===== config.mk =====
export PLATFORM = sky130hd
export DESIGN_NAME = iwa_decoder
export DESIGN_NICKNAME = d
export VERILOG_FILES = /design/src/shared/iwa_pkg.sv /design/src/design/iwa_decoder.sv
export SDC_FILE = /design/constraint.sdc
export NUM_CORES = 1
export LEC_CHECK = 0
export BUFFER_PORTS_ARGS = -buffer_cell sky130_fd_sc_hd__buf_4
export CAP_MARGIN = 20
export CORE_MARGIN = 5
export CORE_UTILIZATION = 50
export DETAILED_ROUTE_END_ITERATION = 16
export PLACE_DENSITY_LB_ADDON = 0.2
export SLEW_MARGIN = 30
export SYNTH_ARGS = -nofsm -noshare
export SYNTH_HDL_FRONTEND = slang
export SYNTH_SLANG_ARGS = --single-unit

===== constraint.sdc =====
create_clock -name aclk -period 4.51 [get_ports aclk]
set_input_delay 0.2255 -clock aclk [delete_from_list [all_inputs] [get_ports aclk]]
set_output_delay 0.2255 -clock aclk [all_outputs]
set_load 0.01 [all_outputs]

===== src/shared/iwa_pkg.sv =====
// constants shared by the internal word allocation decoder
`default_nettype none

package iwa_pkg;

   // ------------------------------------------------------------
   // register byte offsets
   // ------------------------------------------------------------
   localparam logic [7:0] OFF_CTRL    = 8'h00;
   localparam logic [7:0] OFF_REQ     = 8'h04;
   localparam logic [7:0] OFF_RESULT  = 8'h08;
   localparam logic [7:0] OFF_MASK    = 8'h0C;
   localparam logic [7:0] OFF_STATUS  = 8'h10;
   localparam logic [7:0] OFF_OCCUPY  = 8'h14;
   localparam logic [7:0] OFF_QUERY   = 8'h18;
   localparam logic [7:0] OFF_BITADDR = 8'h1C;
   localparam logic [7:0] OFF_ROWMAP  = 8'h20;

   // ------------------------------------------------------------
   // field positions
   // ------------------------------------------------------------
   localparam int CTRL_RESTART_BIT = 0;
   localparam int CTRL_CLEAR_BIT   = 1;
   localparam int REQ_KIND_LSB     = 0;   // 4 bits
   localparam int REQ_UNIT_LSB     = 4;   // 5 bits
   localparam int REQ_RACK_LSB     = 9;   // 2 bits
   localparam int REQ_POS_LSB      = 11;  // 5 bits
   localparam int REQ_WIDE_BIT     = 16;
   localparam int QRY_WORD_LSB     = 0;   // 9 bits
   localparam int QRY_BIT_LSB      = 16;  // 4 bits

   // ------------------------------------------------------------
   // module kind codes written into the request register
   // ------------------------------------------------------------
   localparam logic [3:0] K_ORDINARY  = 4'h0;
   localparam logic [3:0] K_SPECIAL   = 4'h1;
   localparam logic [3:0] K_SLAVE     = 4'h2;
   localparam logic [3:0] K_OPTICAL   = 4'h3;
   localparam logic [3:0] K_LINK      = 4'h4;
   localparam logic [3:0] K_FUSE_OUT  = 4'h5;
   localparam logic [3:0] K_ALARM_OUT = 4'h6;
   localparam logic [3:0] K_INTR_IN   = 4'h7;
   localparam logic [3:0] K_HD32      = 4'h8;
   localparam logic [3:0] K_HD64      = 4'h9;
   localparam logic [3:0] K_SERIAL    = 4'hA;

   // ------------------------------------------------------------
   // word map of the internal word area
   // ------------------------------------------------------------
   localparam logic [8:0] RACK_STEP   = 9'h00A;  // 10 words per rack
   localparam logic [4:0] SLOT_LAST   = 5'h09;
   localparam logic [8:0] SPEC_BASE   = 9'h064;  // 100
   localparam logic [8:0] SPEC_STEP   = 9'h00A;  // 10
   localparam logic [4:0] SPEC_UNIT_LAST = 5'h09;
   localparam logic [3:0] SPEC_WORDS  = 4'hA;
   localparam logic [8:0] SLAVE_BASE  = 9'h032;  // 050
   localparam logic [4:0] WIDE_POS_LAST = 5'h13; // 20 words
   localparam logic [8:0] OPT_BASE    = 9'h0C8;  // 200
   localparam logic [8:0] OPT_LAST    = 9'h0E7;  // 231
   localparam logic [8:0] HD_BASE     = 9'h01E;  // 030
   localparam logic [4:0] HD_UNIT_LAST = 5'h09;
   localparam logic [4:0] HD64_UNIT_LAST = 5'h08;
   localparam logic [8:0] SFA_FIRST   = 9'h0EC;  // 236
   localparam logic [8:0] SFA_LAST    = 9'h1FF;  // 511
   localparam logic [15:0] BIT_SCALE  = 16'h0064; // word then two digits
   localparam logic [3:0] BIT_LAST    = 4'hF;

   // ------------------------------------------------------------
   // bit masks and connector row maps
   // ------------------------------------------------------------
   localparam logic [15:0] M_ALL       = 16'hFFFF;
   localparam logic [15:0] M_LOW8      = 16'h00FF;
   localparam logic [15:0] M_HIGH8     = 16'hFF00;
   localparam logic [15:0] M_FUSE      = 16'h0100;
   localparam logic [15:0] M_ALARM     = 16'h0F00;
   localparam logic [7:0]  ROWS_TWO    = 8'h04;   // first A, first B
   localparam logic [7:0]  ROWS_FOUR   = 8'hE4;   // then second A, B

   // ------------------------------------------------------------
   // reset values and bus answers
   // ------------------------------------------------------------
   localparam logic [31:0] RST_WORD    = 32'h0000_0000;
   localparam logic [1:0]  RESP_OKAY   = 2'h0;
   localparam logic [1:0]  RESP_SLVERR = 2'h2;

endpackage : iwa_pkg

`default_nettype wire


===== src/design/iwa_decoder.sv =====
// internal word allocation decoder with an AXI4-Lite register slave
//
// Function
// - special module: ten words from 100 by unit
// - five slave racks, ten words from 050
// - wide slave rack takes next unit's block too
// - optical unit or terminal at 200 plus unit
// - remote master and link modules get no words
// - fuse flag in bit 08, not work bit
// - alarm in bits 08-11, 08-15 barred
// - main rack interrupt input uses low eight bits
// - expansion rack interrupt input acts ordinary
// - 32-point dense module: two words from 30+2n
// - 64-point dense: four words, number nine invalid
// - dense modules not counted as special modules
// - dense words map to connector rows in order
// - special flag area words 236 to 511
// - status flags stay clear until condition
// - restart bit set then cleared restarts link
// - wide slave rack words by installed module order
// - rack slots take one word, ten per rack
//
// The placing of the registers and the AXI4-Lite interface to the registers were left to the implementer.
`default_nettype none

module iwa_decoder #(
   parameter int unsigned SPEC_LIMIT  = 10,
   parameter int unsigned SLAVE_RACKS = 5,
   parameter int unsigned EXP_RACKS   = 2
) (
   input  wire logic        aclk,
   input  wire logic        aresetn,
   input  wire logic [7:0]  s_axi_awaddr,
   input  wire logic        s_axi_awvalid,
   output logic             s_axi_awready,
   input  wire logic [31:0] s_axi_wdata,
   input  wire logic [3:0]  s_axi_wstrb,
   input  wire logic        s_axi_wvalid,
   output logic             s_axi_wready,
   output logic [1:0]       s_axi_bresp,
   output logic             s_axi_bvalid,
   input  wire logic        s_axi_bready,
   input  wire logic [7:0]  s_axi_araddr,
   input  wire logic        s_axi_arvalid,
   output logic             s_axi_arready,
   output logic [31:0]      s_axi_rdata,
   output logic [1:0]       s_axi_rresp,
   output logic             s_axi_rvalid,
   input  wire logic        s_axi_rready,
   output logic             link_restart,
   output logic             config_error
);

   // ------------------------------------------------------------
   // helpers
   // ------------------------------------------------------------
   function automatic logic is_mapped(input logic [7:0] a);
      is_mapped = (a == iwa_pkg::OFF_CTRL)   || (a == iwa_pkg::OFF_REQ)    ||
                  (a == iwa_pkg::OFF_RESULT) || (a == iwa_pkg::OFF_MASK)   ||
                  (a == iwa_pkg::OFF_STATUS) || (a == iwa_pkg::OFF_OCCUPY) ||
                  (a == iwa_pkg::OFF_QUERY)  || (a == iwa_pkg::OFF_BITADDR) ||
                  (a == iwa_pkg::OFF_ROWMAP);
   endfunction : is_mapped

   function automatic logic [31:0] merge(input logic [31:0] old_v,
                                         input logic [31:0] new_v,
                                         input logic [3:0]  strb);
      logic [31:0] r;
      r = old_v;
      for (int i = 0; i < 4; i++) begin
         if (strb[i]) begin
            r[8*i +: 8] = new_v[8*i +: 8];
         end
      end
      merge = r;
   endfunction : merge

   // ------------------------------------------------------------
   // state
   // ------------------------------------------------------------
   logic [7:0]  aw_addr;
   logic        aw_held;
   logic [31:0] w_data;
   logic [3:0]  w_strb;
   logic        w_held;
   logic [31:0] ctrl;
   logic [31:0] req;
   logic [31:0] query;
   logic        decode_go;
   logic        committed;
   logic [8:0]  res_word;
   logic [3:0]  res_count;
   logic [15:0] res_flags;
   logic [15:0] res_barred;
   logic [7:0]  res_rows;
   logic        res_err;
   logic        res_valid;
   logic [19:0] occupy;
   logic [3:0]  spec_count;
   logic [15:0] bit_addr;
   logic        in_sfa;
   logic        wr_fire;
   logic        wr_ok;
   logic        clear_cmd;
   logic [31:0] ctrl_merged;

   logic [8:0]  next_word;
   logic [3:0]  next_count;
   logic [15:0] next_flags;
   logic [15:0] next_barred;
   logic [7:0]  next_rows;
   logic [19:0] next_span;
   logic        next_err;
   logic        next_special;

   logic [3:0]  kind;
   logic [4:0]  unit;
   logic [1:0]  rack;
   logic [4:0]  pos;
   logic        wide;

   assign kind = req[iwa_pkg::REQ_KIND_LSB +: 4];
   assign unit = req[iwa_pkg::REQ_UNIT_LSB +: 5];
   assign rack = req[iwa_pkg::REQ_RACK_LSB +: 2];
   assign pos  = req[iwa_pkg::REQ_POS_LSB +: 5];
   assign wide = req[iwa_pkg::REQ_WIDE_BIT];

   // write executes once address and data are both held
   assign wr_fire   = aw_held && w_held && !s_axi_bvalid;
   assign wr_ok     = is_mapped(aw_addr);
   assign clear_cmd = ctrl[iwa_pkg::CTRL_CLEAR_BIT];
   // control word as the pending write would leave it
   assign ctrl_merged = merge(ctrl, w_data, w_strb);

   // ------------------------------------------------------------
   // AXI4-Lite write channels
   // ------------------------------------------------------------
   // address and data taken in either order, response after both
   always_ff @(posedge aclk) begin
      if (!aresetn) begin
         aw_addr       <= '0;
         aw_held       <= 1'b0;
         w_data        <= iwa_pkg::RST_WORD;
         w_strb        <= '0;
         w_held        <= 1'b0;
         s_axi_awready <= 1'b1;
         s_axi_wready  <= 1'b1;
         s_axi_bvalid  <= 1'b0;
         s_axi_bresp   <= iwa_pkg::RESP_OKAY;
      end else begin
         if (s_axi_awvalid && s_axi_awready) begin
            aw_addr       <= s_axi_awaddr;
            aw_held       <= 1'b1;
            s_axi_awready <= 1'b0;
         end
         if (s_axi_wvalid && s_axi_wready) begin
            w_data       <= s_axi_wdata;
            w_strb       <= s_axi_wstrb;
            w_held       <= 1'b1;
            s_axi_wready <= 1'b0;
         end
         if (wr_fire) begin
            s_axi_bvalid <= 1'b1;
            s_axi_bresp  <= wr_ok ? iwa_pkg::RESP_OKAY : iwa_pkg::RESP_SLVERR;
         end
         if (s_axi_bvalid && s_axi_bready) begin
            s_axi_bvalid  <= 1'b0;
            aw_held       <= 1'b0;
            w_held        <= 1'b0;
            s_axi_awready <= 1'b1;
            s_axi_wready  <= 1'b1;
         end
      end
   end

   // ------------------------------------------------------------
   // writable registers
   // ------------------------------------------------------------
   // clear bit self-clears; a write to the request starts a decode
   always_ff @(posedge aclk) begin
      if (!aresetn) begin
         ctrl      <= iwa_pkg::RST_WORD;
         req       <= iwa_pkg::RST_WORD;
         query     <= iwa_pkg::RST_WORD;
         decode_go <= 1'b0;
      end else begin
         decode_go <= 1'b0;
         if (clear_cmd) begin
            ctrl[iwa_pkg::CTRL_CLEAR_BIT] <= 1'b0;
         end
         if (wr_fire && (aw_addr == iwa_pkg::OFF_CTRL)) begin
            ctrl <= merge(ctrl, w_data, w_strb) & 32'h0000_0003;
         end
         if (wr_fire && (aw_addr == iwa_pkg::OFF_REQ)) begin
            req       <= merge(req, w_data, w_strb) & 32'h0001_FFFF;
            decode_go <= 1'b1;
         end
         if (wr_fire && (aw_addr == iwa_pkg::OFF_QUERY)) begin
            query <= merge(query, w_data, w_strb) & 32'h000F_01FF;
         end
      end
   end

   // ------------------------------------------------------------
   // allocation decode of the held request
   // ------------------------------------------------------------
   always_comb begin
      next_word    = '0;
      next_count   = '0;
      next_flags   = '0;
      next_barred  = '0;
      next_rows    = '0;
      next_span    = '0;
      next_err     = 1'b0;
      next_special = 1'b0;
      unique case (kind)
         iwa_pkg::K_ORDINARY, iwa_pkg::K_FUSE_OUT,
         iwa_pkg::K_ALARM_OUT, iwa_pkg::K_INTR_IN: begin
            // one word per slot, ten per rack
            next_err    = (32'(rack) > EXP_RACKS) || (pos > iwa_pkg::SLOT_LAST);
            next_word   = 9'(rack * iwa_pkg::RACK_STEP + 9'(pos));
            next_count  = 4'h1;
            next_barred = iwa_pkg::M_ALL;
            if (kind == iwa_pkg::K_FUSE_OUT) begin
               next_flags  = iwa_pkg::M_FUSE;
               next_barred = iwa_pkg::M_HIGH8 | iwa_pkg::M_LOW8;
            end
            if (kind == iwa_pkg::K_ALARM_OUT) begin
               next_flags = iwa_pkg::M_ALARM;
            end
            if ((kind == iwa_pkg::K_INTR_IN) && (rack == 2'h0)) begin
               next_barred = iwa_pkg::M_LOW8;
            end
         end
         iwa_pkg::K_SPECIAL: begin
            next_err     = (unit > iwa_pkg::SPEC_UNIT_LAST) ||
                           (32'(spec_count) >= SPEC_LIMIT);
            next_word    = 9'(iwa_pkg::SPEC_BASE + iwa_pkg::SPEC_STEP * 9'(unit));
            next_count   = iwa_pkg::SPEC_WORDS;
            next_barred  = iwa_pkg::M_ALL;
            next_special = 1'b1;
         end
         iwa_pkg::K_SLAVE: begin
            // words follow installed module order, not slots
            next_err    = (32'(unit) >= SLAVE_RACKS) ||
                          (wide && (32'(unit) == SLAVE_RACKS - 1)) ||
                          (pos > (wide ? iwa_pkg::WIDE_POS_LAST : iwa_pkg::SLOT_LAST));
            next_word   = 9'(iwa_pkg::SLAVE_BASE + iwa_pkg::RACK_STEP * 9'(unit)
                             + 9'(pos));
            next_count  = 4'h1;
            next_barred = iwa_pkg::M_ALL;
         end
         iwa_pkg::K_OPTICAL: begin
            next_word   = 9'(iwa_pkg::OPT_BASE + 9'(unit));
            next_count  = 4'h1;
            next_barred = iwa_pkg::M_ALL;
         end
         iwa_pkg::K_LINK: begin
            next_count = 4'h0;
         end
         iwa_pkg::K_HD32, iwa_pkg::K_SERIAL, iwa_pkg::K_HD64: begin
            next_word   = 9'(iwa_pkg::HD_BASE + 9'(unit) * 9'h002);
            next_barred = iwa_pkg::M_ALL;
            if (kind == iwa_pkg::K_HD64) begin
               next_count = 4'h4;
               next_rows  = iwa_pkg::ROWS_FOUR;
               next_span  = 20'(24'h00000F << (2 * unit));
               next_err   = unit > iwa_pkg::HD64_UNIT_LAST;
            end else begin
               next_count = 4'h2;
               next_rows  = iwa_pkg::ROWS_TWO;
               next_span  = 20'(24'h000003 << (2 * unit));
               next_err   = unit > iwa_pkg::HD_UNIT_LAST;
            end
            next_err = next_err || ((next_span & occupy) != 20'h00000);
         end
         default: begin
            next_err = 1'b1;
         end
      endcase
   end

   // ------------------------------------------------------------
   // decode results
   // ------------------------------------------------------------
   // latched one cycle after the request write
   always_ff @(posedge aclk) begin
      if (!aresetn) begin
         res_word   <= '0;
         res_count  <= '0;
         res_flags  <= '0;
         res_barred <= '0;
         res_rows   <= '0;
         res_err    <= 1'b0;
         res_valid  <= 1'b0;
         committed  <= 1'b0;
      end else begin
         committed <= decode_go;
         if (decode_go) begin
            res_word   <= next_word;
            res_count  <= next_count;
            res_flags  <= next_flags;
            res_barred <= next_barred;
            res_rows   <= next_rows;
            res_err    <= next_err;
            res_valid  <= 1'b1;
         end
      end
   end

   // ------------------------------------------------------------
   // occupancy, special count and sticky error
   // ------------------------------------------------------------
   // a new claim or error wins over a clear in the same cycle
   always_ff @(posedge aclk) begin
      if (!aresetn) begin
         occupy       <= '0;
         spec_count   <= '0;
         config_error <= 1'b0;
      end else begin
         if (clear_cmd) begin
            occupy       <= '0;
            spec_count   <= '0;
            config_error <= 1'b0;
         end
         if (decode_go && next_err) begin
            config_error <= 1'b1;
         end
         if (decode_go && !next_err) begin
            occupy <= (clear_cmd ? 20'h00000 : occupy) | next_span;
            if (next_special) begin
               spec_count <= (clear_cmd ? 4'h0 : spec_count) + 4'h1;
            end
         end
      end
   end

   // ------------------------------------------------------------
   // special flag area bit address and restart pulse
   // ------------------------------------------------------------
   always_ff @(posedge aclk) begin
      if (!aresetn) begin
         bit_addr     <= '0;
         in_sfa       <= 1'b0;
         link_restart <= 1'b0;
      end else begin
         bit_addr <= 16'(16'(query[iwa_pkg::QRY_WORD_LSB +: 9]) * iwa_pkg::BIT_SCALE
                     + 16'(query[iwa_pkg::QRY_BIT_LSB +: 4]));
         in_sfa   <= (query[iwa_pkg::QRY_WORD_LSB +: 9] >= iwa_pkg::SFA_FIRST) &&
                     (query[iwa_pkg::QRY_WORD_LSB +: 9] <= iwa_pkg::SFA_LAST);
         // restart on the falling edge of the restart bit
         link_restart <= wr_fire && (aw_addr == iwa_pkg::OFF_CTRL) &&
                         ctrl[iwa_pkg::CTRL_RESTART_BIT] &&
                         !ctrl_merged[iwa_pkg::CTRL_RESTART_BIT];
      end
   end

   // ------------------------------------------------------------
   // AXI4-Lite read channel
   // ------------------------------------------------------------
   always_ff @(posedge aclk) begin
      if (!aresetn) begin
         s_axi_arready <= 1'b1;
         s_axi_rvalid  <= 1'b0;
         s_axi_rdata   <= iwa_pkg::RST_WORD;
         s_axi_rresp   <= iwa_pkg::RESP_OKAY;
      end else if (s_axi_arvalid && s_axi_arready) begin
         s_axi_arready <= 1'b0;
         s_axi_rvalid  <= 1'b1;
         s_axi_rresp   <= is_mapped(s_axi_araddr) ? iwa_pkg::RESP_OKAY
                                                  : iwa_pkg::RESP_SLVERR;
         unique case (s_axi_araddr)
            iwa_pkg::OFF_CTRL:    s_axi_rdata <= ctrl;
            iwa_pkg::OFF_REQ:     s_axi_rdata <= req;
            iwa_pkg::OFF_RESULT:  s_axi_rdata <= {17'h0, res_valid, res_err,
                                                  res_count, res_word};
            iwa_pkg::OFF_MASK:    s_axi_rdata <= {res_barred, res_flags};
            iwa_pkg::OFF_STATUS:  s_axi_rdata <= {24'h0, spec_count, 3'h0, config_error};
            iwa_pkg::OFF_OCCUPY:  s_axi_rdata <= {12'h0, occupy};
            iwa_pkg::OFF_QUERY:   s_axi_rdata <= query;
            iwa_pkg::OFF_BITADDR: s_axi_rdata <= {15'h0, in_sfa, bit_addr};
            iwa_pkg::OFF_ROWMAP:  s_axi_rdata <= {24'h0, res_rows};
            default:              s_axi_rdata <= iwa_pkg::RST_WORD;
         endcase
      end else if (s_axi_rvalid && s_axi_rready) begin
         s_axi_rvalid  <= 1'b0;
         s_axi_arready <= 1'b1;
      end
   end

   // ------------------------------------------------------------
   // assertions
   // ------------------------------------------------------------
   a_spec_block: assert property (@(posedge aclk) disable iff (!aresetn)
      committed && (kind == iwa_pkg::K_SPECIAL) && !res_err |->
      (res_word == 100 + 10 * unit) && (res_count == 10))
      else $error("special block word wrong");

   a_slave_block: assert property (@(posedge aclk) disable iff (!aresetn)
      committed && (kind == iwa_pkg::K_SLAVE) && !res_err |->
      (res_word == 50 + 10 * unit + pos) && (unit <= 4))
      else $error("slave rack word wrong");

   a_wide_unit: assert property (@(posedge aclk) disable iff (!aresetn)
      committed && (kind == iwa_pkg::K_SLAVE) && wide && (unit == 4) |-> res_err)
      else $error("wide rack at unit four accepted");

   a_optical_word: assert property (@(posedge aclk) disable iff (!aresetn)
      committed && (kind == iwa_pkg::K_OPTICAL) |->
      (res_word == 200 + unit) && (res_word <= 231))
      else $error("optical word wrong");

   a_link_none: assert property (@(posedge aclk) disable iff (!aresetn)
      committed && (kind == iwa_pkg::K_LINK) |-> (res_count == 0))
      else $error("link module given words");

   a_flag_bits: assert property (@(posedge aclk) disable iff (!aresetn)
      committed && (kind == iwa_pkg::K_FUSE_OUT || kind == iwa_pkg::K_ALARM_OUT) |->
      (res_barred[15:8] == 8'hFF) &&
      (res_flags == ((kind == iwa_pkg::K_FUSE_OUT) ? 16'h0100 : 16'h0F00)))
      else $error("fuse or alarm bits wrong");

   a_intr_bits: assert property (@(posedge aclk) disable iff (!aresetn)
      committed && (kind == iwa_pkg::K_INTR_IN) && !res_err |->
      (res_barred == ((rack == 0) ? 16'h00FF : 16'hFFFF)))
      else $error("interrupt input bits wrong");

   a_dense_words: assert property (@(posedge aclk) disable iff (!aresetn)
      committed && (kind == iwa_pkg::K_HD64) && !res_err |->
      (res_word == 30 + 2 * unit) && (res_count == 4) && (unit != 9))
      else $error("64-point words wrong");

   a_restart_pulse: assert property (@(posedge aclk) disable iff (!aresetn)
      link_restart |-> !ctrl[iwa_pkg::CTRL_RESTART_BIT] ##1 !link_restart)
      else $error("restart pulse wrong");

   a_err_sticky: assert property (@(posedge aclk) disable iff (!aresetn)
      committed && res_err |-> config_error)
      else $error("error not flagged");

endmodule : iwa_decoder

`default_nettype wire


======== Word level (Yosys, flattened, before mapping) ========
Cells that the tools add are included.
storage, ports and cells
  bits in registers ....................... 205
  input bits .............................. 59
  word-level logic and storage cells ...... 182
cells by class
  add/subtract/negate cells ............... 8
  $mul .................................... 3
  $lt $le $gt $ge ......................... 9
  eq/ne operators ......................... 27
  shift operators ......................... 2
  mux-type cells .......................... 34
  bitwise logic cells ..................... 3
  reductions and logical operators ........ 61
operators with widths
  operator              number
  $pmux 32 s9           1
  $mux 20               5
  $eq 8x5->1 const B    8
  $mux 16               3
  $pmux 9 s5            1
  $eq 8x4->1 const B    4
  $pmux 16 s2           1
  $logic_or 1x1->1      21
  $and 20x20->20        1
  $or 20x20->20         1
  $reduce_bool 20->1    1
  $shl 2x6->20 const A  1
  $shl 4x6->20 const A  1
  $logic_and 1x1->1     17
  $add 16x4->16         1
  $eq 4x3->1 const B    4
  $eq 8x3->1 const B    2
  $eq 8x6->1 const B    2
  $logic_not 8->1       2
  $mux 8                2
  $gt 5x4->1 const B    3
  $mul 9x5->14 const B  1
  $reduce_and 2->1      7
  $eq 4x4->1 const B    3
  other kinds (35)      54

======== Depth between registers and ports, before layout ========
Gate-level depths: netlist of the first run.
  depth after elaboration ................. 10
  gate-level depth with buffers ........... 14
  gate-level depth less buffers ........... 14

======== Worst setup path before layout of the first run ========
Ideal clock, no wire load.
  kind .................................... reg2reg
  start ................................... register query[4]
  end ..................................... register bit_addr[15]
  library setup time ...................... 0.135 ns
  data arrival time ....................... 3.239 ns
  data required time ...................... 4.375 ns
  slack ................................... 1.136 ns
  cell stages (with the launch flop) ...... 15
  buffers on the path ..................... 0
  clock period less this slack ............ 3.374 ns
  path through ............................ dfxtp_1 -> inv_1 -> ha_1 -> inv_1 -> ha_1 -> inv_1 -> fa_1 -> inv_1 -> ha_1 -> a2111oi_1 -> o21ai_0 -> a31oi_1 -> xor2_1 -> o311ai_0 -> o41ai_1
on the way
  cells in the longest elaborated chain, start to end .. 2
ends and longest elaborated chain
  item                    line                source
  start, declared         iwa_decoder.sv:88   logic [31:0] query;
  start signal, assigned  iwa_decoder.sv:184  query <= iwa_pkg::RST_WORD;
  start signal, assigned  iwa_decoder.sv:199  query <= merge(query, w_data, w_strb) & 32'h000F_01FF;
  $mul 9x5->14            iwa_decoder.sv:347  bit_addr <= 16'(16'(query[iwa_pkg::QRY_WORD_LSB +: 9]) * iwa_pkg::BIT_SCALE
  $add 16x4->16           iwa_decoder.sv:348  + 16'(query[iwa_pkg::QRY_BIT_LSB +: 4]));
  end signal, assigned    iwa_decoder.sv:347
  end, declared           iwa_decoder.sv:100  logic [15:0] bit_addr;
Every way passes these cells.
A chain may end at the register's enable or synchronous reset.

======== Worst setup path after layout of the first run ========
Same ends and word-level chain as after synthesis.

==> metrics.yaml, run 1 <==
min-delay-start: "s_axi_wdata[13]"
ant_nets: 0
seq_power_share_pct: 46.9
synth-seq-area-share_pct: 34.32
clk_path_buf_depth: 2
synthTopCellsByArea: "dfxtp_1, ha_1, a21oi_1"
comb_power_share_pct: 4.8
leakage_nw: 4.191
synth_common_cells: "dfxtp_1, nand2_1, a21oi_1, nor2_1, ha_1"
tns_ps: 0
fin_skew_ps: 12.57
power_per_cell_area_mw_per_mm2: 292.7
max-slew-margin-rel_pct: 40.23
period_needed_ps: 3744
rows: 49
status: "finished, final reports clean"
p_int_mw: 2.241
synth_top_area_share_pct: 34.32
slowest_delay_ps: 490
port_buffers: 86
whs_path_depth: 3
hold_violations: 0
period_share_pct: 83.02
grt_first_pass_wirelength_mm: 41.66
die_w_um: 145.8
gp_congestion: 0.9633
finalNetCount: 1301
core_mm2: 0.01802
crit_family: "adder cells"
drv_cap: 0
numCtsBuffers: 17
switching_share_pct: 27.05
synth_edf_count: 0
yosysMostFrequentCell: "dfxtp_1"
worst_pin_slew_ps: 894.4
track_usage_pct: 24.14
max-vdd-ir-drop_v: 0.0004676
fin_ws_ps: 765.9
place_ws_ps: 797.3
r2r_cells: 14
cts_tree: "yes"
cts_root_buffer: "clkbuf_16"
postSynthAreaPerCell_um2: 8.198
cts_htree_levels: 4
async_reset_ff_share_pct: 0
slew_violations: 0
hold_path_class: "in -> reg"
ys.flop_type: "dfxtp_1"
reg2reg_slack_ps: 770
min_to: "w_data[13]"
p_sw_uw: 830.8
worst-setup-path-type: "reg -> reg"
die_y_um: 145.8
grt_overflow: 0
pin_count: 102
synth_seq_cells: 158
syn-cell-area_mm2: 0.009215
clkPwrFrac_pct: 48.3
rsz0062_at_grt: "false"
firstDrtPassIters: 5
end_kind: "register"
required_ps: 4820
dpl.hpwl_mm: 19.67
crit_arrival_ps: 4050
grt_max_degree: 50
cp_num_buf_inv: 4
area_growth_pct: 13.86
n_antenna_cell: 0
regToRegStartpoint: "query[4]"
postCtsResizedCells: 0
crit_top_cell: "inv_1"
syn_inst: 1124
fmax_mhz: 267.1
rr_endpoint: "bit_addr[15]"
worstPathCellList: "inv_1 -> ha_1 -> inv_1 -> ha_1 -> inv_1 -> fa_1 -> inv_1 -> ha_1 -> a2111oi_1 -> o21ai_0 -> a31oi_1 -> xor2_1 -> o311ai_0 -> o41ai_1"
fillers: 1675
p_total_mw: 3.071
synth_cell_types: 82
drt_iter0_markers: 725
drive_above_1_share_pct: 13.10
first_global_vias: 7677
antenna_found_initial: 0
clkSinkCount: 158
clock_latency_ps: 440
cp-start-kind: "register"
crit_slowest_cell: "fa_1"
avgViaCountPerCell: 5.999
wl_mm: 26.53
clkTransAtPathRegs_ps: 80
synth_area_leader_cell: "dfxtp_1"
finalSetupViolCount: 0
postCtsSetupBuffers: 0
vias: 8429
die_area_mm2: 0.02124
wire_per_inst_um: 18.88
worstPathMaxFanout: 7
synth_warnings: 0
drc: 0
start_util_pct: 51.12
-- power groups by stage --
stage | Combinational [mW] | Clock (mW) | Sequential, mW
final | 0.149 | 1.48 | 1.44
after global routing | 0.163 | 1.57 | 1.44
after CTS | 0.148 | 1.50 | 1.44
after detailed placement | 0.147 | 0 | 1.47
after global placement | 0.146 | 0 | 1.47
after floorplan | 0.0928 | 0 | 1.46
-- cells in the final DEF, fill, tap and decap left out, drive strengths merged, types with 14 or more instances in the layout --
master,n
inv,58
a32o,18
nor2b,19
buf,99
dfxtp,158
ha,71
a21oi,122
nand2,156
nand3,56
clkbuf,17
nor2,79
o21ai,33
xnor2,14
mux2i,15
a22oi,34
nor3,19
-- metal layers --
layer / GRT usage (%) / up-vias / share of wire (%)
li1: - / 4119 / -
met1: 33.77 / 3949 / 45
met2: 38.02 / 327 / 46
met3: 4.734 / 34 / 7.3
met4: 6.810 / 0 / 1.9
met5: 0 / - / 0
-- logic make-up after synthesis --
group | count (synthesis) | share of synthesized area (%)
adder cells (fa/ha/maj) | 79 | 11.38
AO/OA/AOI/OAI | 305 | 21.82
XOR/XNOR | 27 | 2.566
other | 1 | 0.04069
buffers and inverters | 131 | 6.449
AND/OR/NAND/NOR | 405 | 21.30
flip-flops | 158 | 34.32
multiplexers | 18 | 2.118
-- worst max-delay path by stage --
| stage | from | end | slack (ps) | depth (start not counted) |
|---|---|---|---|---|
| 2_1_floorplan | query[4] | bit_addr[15] | 1140 | 14 |
| 3_3_place_gp | query[4] | bit_addr[15] | 860 | 14 |
| 3_5_place_dp | query[4] | bit_addr[15] | 800 | 14 |
| 4_1_cts | query[4] | bit_addr[15] | 770 | 14 |
| 5_1_grt | query[4] | bit_addr[15] | 370 | 14 |
| 6_report | query[4] | bit_addr[15] | 770 | 14 |
-- worst min-delay path: stages --
cell	delay (ps)
buf_4	110
nand2_1	40
a21oi_1	50
-- through the flow --
| stage | hold WS (ps) | utilization (%) | instances | area, µm² |
|---|---|---|---|---|
| 4_1_cts | 12.93 | 58.21 | 1405 | 10490 |
| 2_1_floorplan | 325.9 | - | 1125 | 9219 |
| 5_1_grt | 21.10 | 58.21 | 1405 | 10490 |
| 3_3_place_gp | 428.9 | 54.68 | 1372 | 9856 |
| 6_report | 26.93 | 58.21 | 1405 | 10490 |
| 3_5_place_dp | 435.2 | 54.68 | 1372 | 9856 |
-- flip-flops by register name (all words and copies together), names as in the netlist, 2 cells and up --
name         count
res_word         9
res_rows         2
ctrl             2
w_data          20
res_count        3
aw_addr          8
w_strb           3
res_flags        2
query           13
res_barred       2
s_axi_rdata     22
spec_count       4
bit_addr        16
occupy          20
req             17
-- timing repair --
item	in CTS	in global routing
hold buffers	1	0
endpoints found under the setup margin	0	0
hold endpoints to repair	1	0
-- area by class of cell --
class,instances,area [µm²],share of cell area [%]
well taps,229,286.5,2.731
flip-flops and latches,158,3163,30.15
multi-input cells,836,5474,52.17
clock buffers,17,425.4,4.054
clock inverters,15,201.4,1.920
inverters,50,188.9,1.801
repair buffers,100,753.2,7.179
No activity file was read; power rests on OpenSTA's default activity.
==> inputs of run 2 (changes only) <==
==> constraint.sdc (replaced) <==
create_clock -name aclk -period 3.9 [get_ports aclk]
set_input_delay 0.195 -clock aclk [delete_from_list [all_inputs] [get_ports aclk]]
set_output_delay 0.195 -clock aclk [all_outputs]
set_load 0.01 [all_outputs]
==> run 2 against run 1 <==
Worst hold slack got worse by 21 ps. Die area did not move. Worst setup slack got worse by 360 ps. Routed wire length fell by 0.76%. Global-route usage rose by 0.45 points. Clock skew fell by 0.73 ps. Via count rose by 0.56%. Register-to-register slack got worse by 360 ps.
==> metrics.yaml, run 2 (synthesis gave the netlist of run 1 again) <==
slowest_delay_ps: 520  # +30 ps
cp-start-kind: "register"
worst_pin_slew_ps: 838.5  # -55.90 ps
n_antenna_cell: 0  # unchanged
p_sw_uw: 901.6  # +8.5%
top_register: "s_axi_rdata"
hold_violations: 0  # unchanged
rsz0062_at_grt: "false"
largestRegisters: "s_axi_rdata: 22 flops, occupy: 20 flops, w_data: 20 flops"
status: "finished, final reports clean"
crit_arrival_ps: 3800  # -250 ps
layout_common_cells: "dfxtp_1, nand2_1, a21oi_1"
core_mm2: 0.01802  # unchanged
fin_ws_ps: 402.6  # -363.4 ps
fin_skew_ps: 11.84  # -0.7273 ps
power_per_cell_area_mw_per_mm2: 329.0  # +12%
p_int_mw: 2.569  # +15%
port_buffers: 86  # unchanged
required_ps: 4200  # -620 ps
wire_per_inst_um: 18.62  # -1.4%
place_ws_ps: 337.8  # -459.5 ps
fillers: 1669  # -0.36%
clkPwrFrac_pct: 47.0  # -1.3 points
seq_power_share_pct: 48.0  # +1.1 points
first_global_vias: 7930  # +3.3%
drive_above_1_share_pct: 13.50  # +0.41 points
start_util_pct: 51.12  # unchanged
dpl-instance-area_mm2: 0.009893  # +0.38%
clock_latency_ps: 430  # about the same
worstPathCellList: "ha_1 -> ha_1 -> fa_1 -> ha_1 -> a211oi_4 -> o211ai_1 -> nor4b_2 -> nand4_1 -> o311ai_0 -> o41ai_1"
crit_slowest_cell: "dfxtp_1"
final_common_cell: "dfxtp_1"
cts_htree_levels: 4  # unchanged
finalSetupViolCount: 0  # unchanged
grt_max_degree: 80  # +60%
rows: 49  # unchanged
clkTransAtPathRegs_ps: 70  # about the same
vias: 8476  # +0.56%
area_growth_pct: 14.46
comb_power_share_pct: 5.0  # +0.2 points
postCtsSetupBuffers: 0  # unchanged
max-slew-margin-rel_pct: 44.10  # +3.9 points
die_y_um: 145.8  # unchanged
slew_violations: 0  # unchanged
antenna_found_initial: 0  # unchanged
numCtsBuffers: 17  # unchanged
die_w_um: 145.8  # unchanged
drv_cap: 0  # unchanged
worstPathMaxFanout: 8  # +1
crit_top_cell: "ha_1"
cts_tree: "yes"
cts_root_buffer: "clkbuf_16"
track_usage_pct: 24.59  # +0.45 points
r2r_cells: 10  # -4
grt_first_pass_wirelength_mm: 42.90  # +3.0%
postLayoutCellArea_mm2: 0.01055  # +0.52%
period_needed_ps: 3497  # -246.6 ps
max-vdd-ir-drop_v: 0.0003066  # -34%
ant_nets: 0  # unchanged
leakage_nw: 4.219  # +0.67%
tns_ps: 0  # unchanged
regToRegStartpoint: "query[2]"
holdWs_ps: 5.799  # -21.13 ps
finalNetCount: 1310  # +0.69%
gp_congestion: 0.9624  # about the same
whs_path_depth: 3  # unchanged
worst-setup-path-type: "reg -> reg"
period_share_pct: 89.68  # +6.7 points
firstDrtPassIters: 5  # unchanged
wl_mm: 26.33  # -0.76%
pin_count: 102  # unchanged
min-delay-start: "s_axi_wdata[13]"
hold_path_class: "in -> reg"
clk_path_buf_depth: 2  # unchanged
fmax_mhz: 285.9  # +7.1%
clkSinkCount: 158  # unchanged
grt_overflow: 0  # unchanged
die_area_mm2: 0.02124  # unchanged
drt_iter0_markers: 838  # +16%
end_kind: "register"
avgViaCountPerCell: 5.994  # about the same
drc: 0  # unchanged
switching_share_pct: 25.98  # -1.1 points
largest_reg_flops: 22  # unchanged
crit_path_start: "query[2]"
dpl.hpwl_mm: 19.38  # -1.5%
-- run 2: changes by cell type in the layout (fill, tap and decap cells not counted), moves of 2 or more --
| cell | previous run | this run |
|---|---|---|
| buf_4 | 99 | 104 |
| dlygate4sd3_1 | 1 | 5 |
| inv_6 | 3 | 6 |
| clkinv_8 | 6 | 4 |
| clkinvlp_4 | 0 | 2 |
| inv_12 | 2 | 0 |
-- run 2: worst max-delay path: cells and delay by family (launching register included) --
| kind | cells | cell delay (ps) |
|---|---|---|
| AO/OA/AOI/OAI | 4 | 940 |
| adder cells (fa/ha/maj) | 4 | 1400 |
| flip-flops | 1 | 520 |
| AND/OR/NAND/NOR | 2 | 520 |
-- run 2: path summary, 6_finish.rpt --
path	slack [ps]	endpoint
worst max-delay path	400	bit_addr[15]
worst min-delay path	6	w_data[13]
worst max register to register	400	bit_addr[15]
worst min register to register	460	w_data[9]
-- run 2: metal layers --
metal  global-route usage (%)  vias to the layer above  wire [µm]
li1                         -                     4123          -
met1                    34.66                     4039      11830
met2                    39.67                      277      12330
met3                    3.986                       37       1741
met4                    5.644                        0        425
met5                        0                        -          0
-- run 2: through the flow --
stage | util (%) | power (mW) | cells
after floorplan | - | 1.799 | 1125
after global placement | 54.89 | 1.870 | 1377
after detailed placement | 54.89 | 1.872 | 1377
after CTS | 58.45 | 3.492 | 1414
after global routing | 58.52 | 3.595 | 1414
final | 58.52 | 3.470 | 1414
-- run 2: what timing repair did --
| action | 4_1_cts | 5_1_grt |
|---|---|---|
| resized for setup | 0 | 3 |
| endpoints found under the hold margin | 5 | 0 |
| hold buffers | 5 | 0 |
| endpoints found under the setup margin | 0 | 1 |
-- run 2: power groups by stage --
stage          Combinational (mW)  Clock, mW  Sequential, mW
2_1_floorplan               0.107          0            1.69
3_3_place_gp                0.169          0            1.70
3_5_place_dp                0.170          0            1.70
4_1_cts                     0.175       1.65            1.66
5_1_grt                     0.195       1.73            1.67
6_report                    0.175       1.63            1.66
-- run 2: final cells by class --
class | count | area [µm²] | area share (%)
flip-flops and latches | 158 | 3163 | 29.99
well taps | 229 | 286.5 | 2.716
repair buffers | 109 | 830.8 | 7.877
inverters | 50 | 188.9 | 1.791
multi-input cells | 836 | 5487 | 52.02
clock inverters | 15 | 166.4 | 1.578
clock buffers | 17 | 425.4 | 4.033
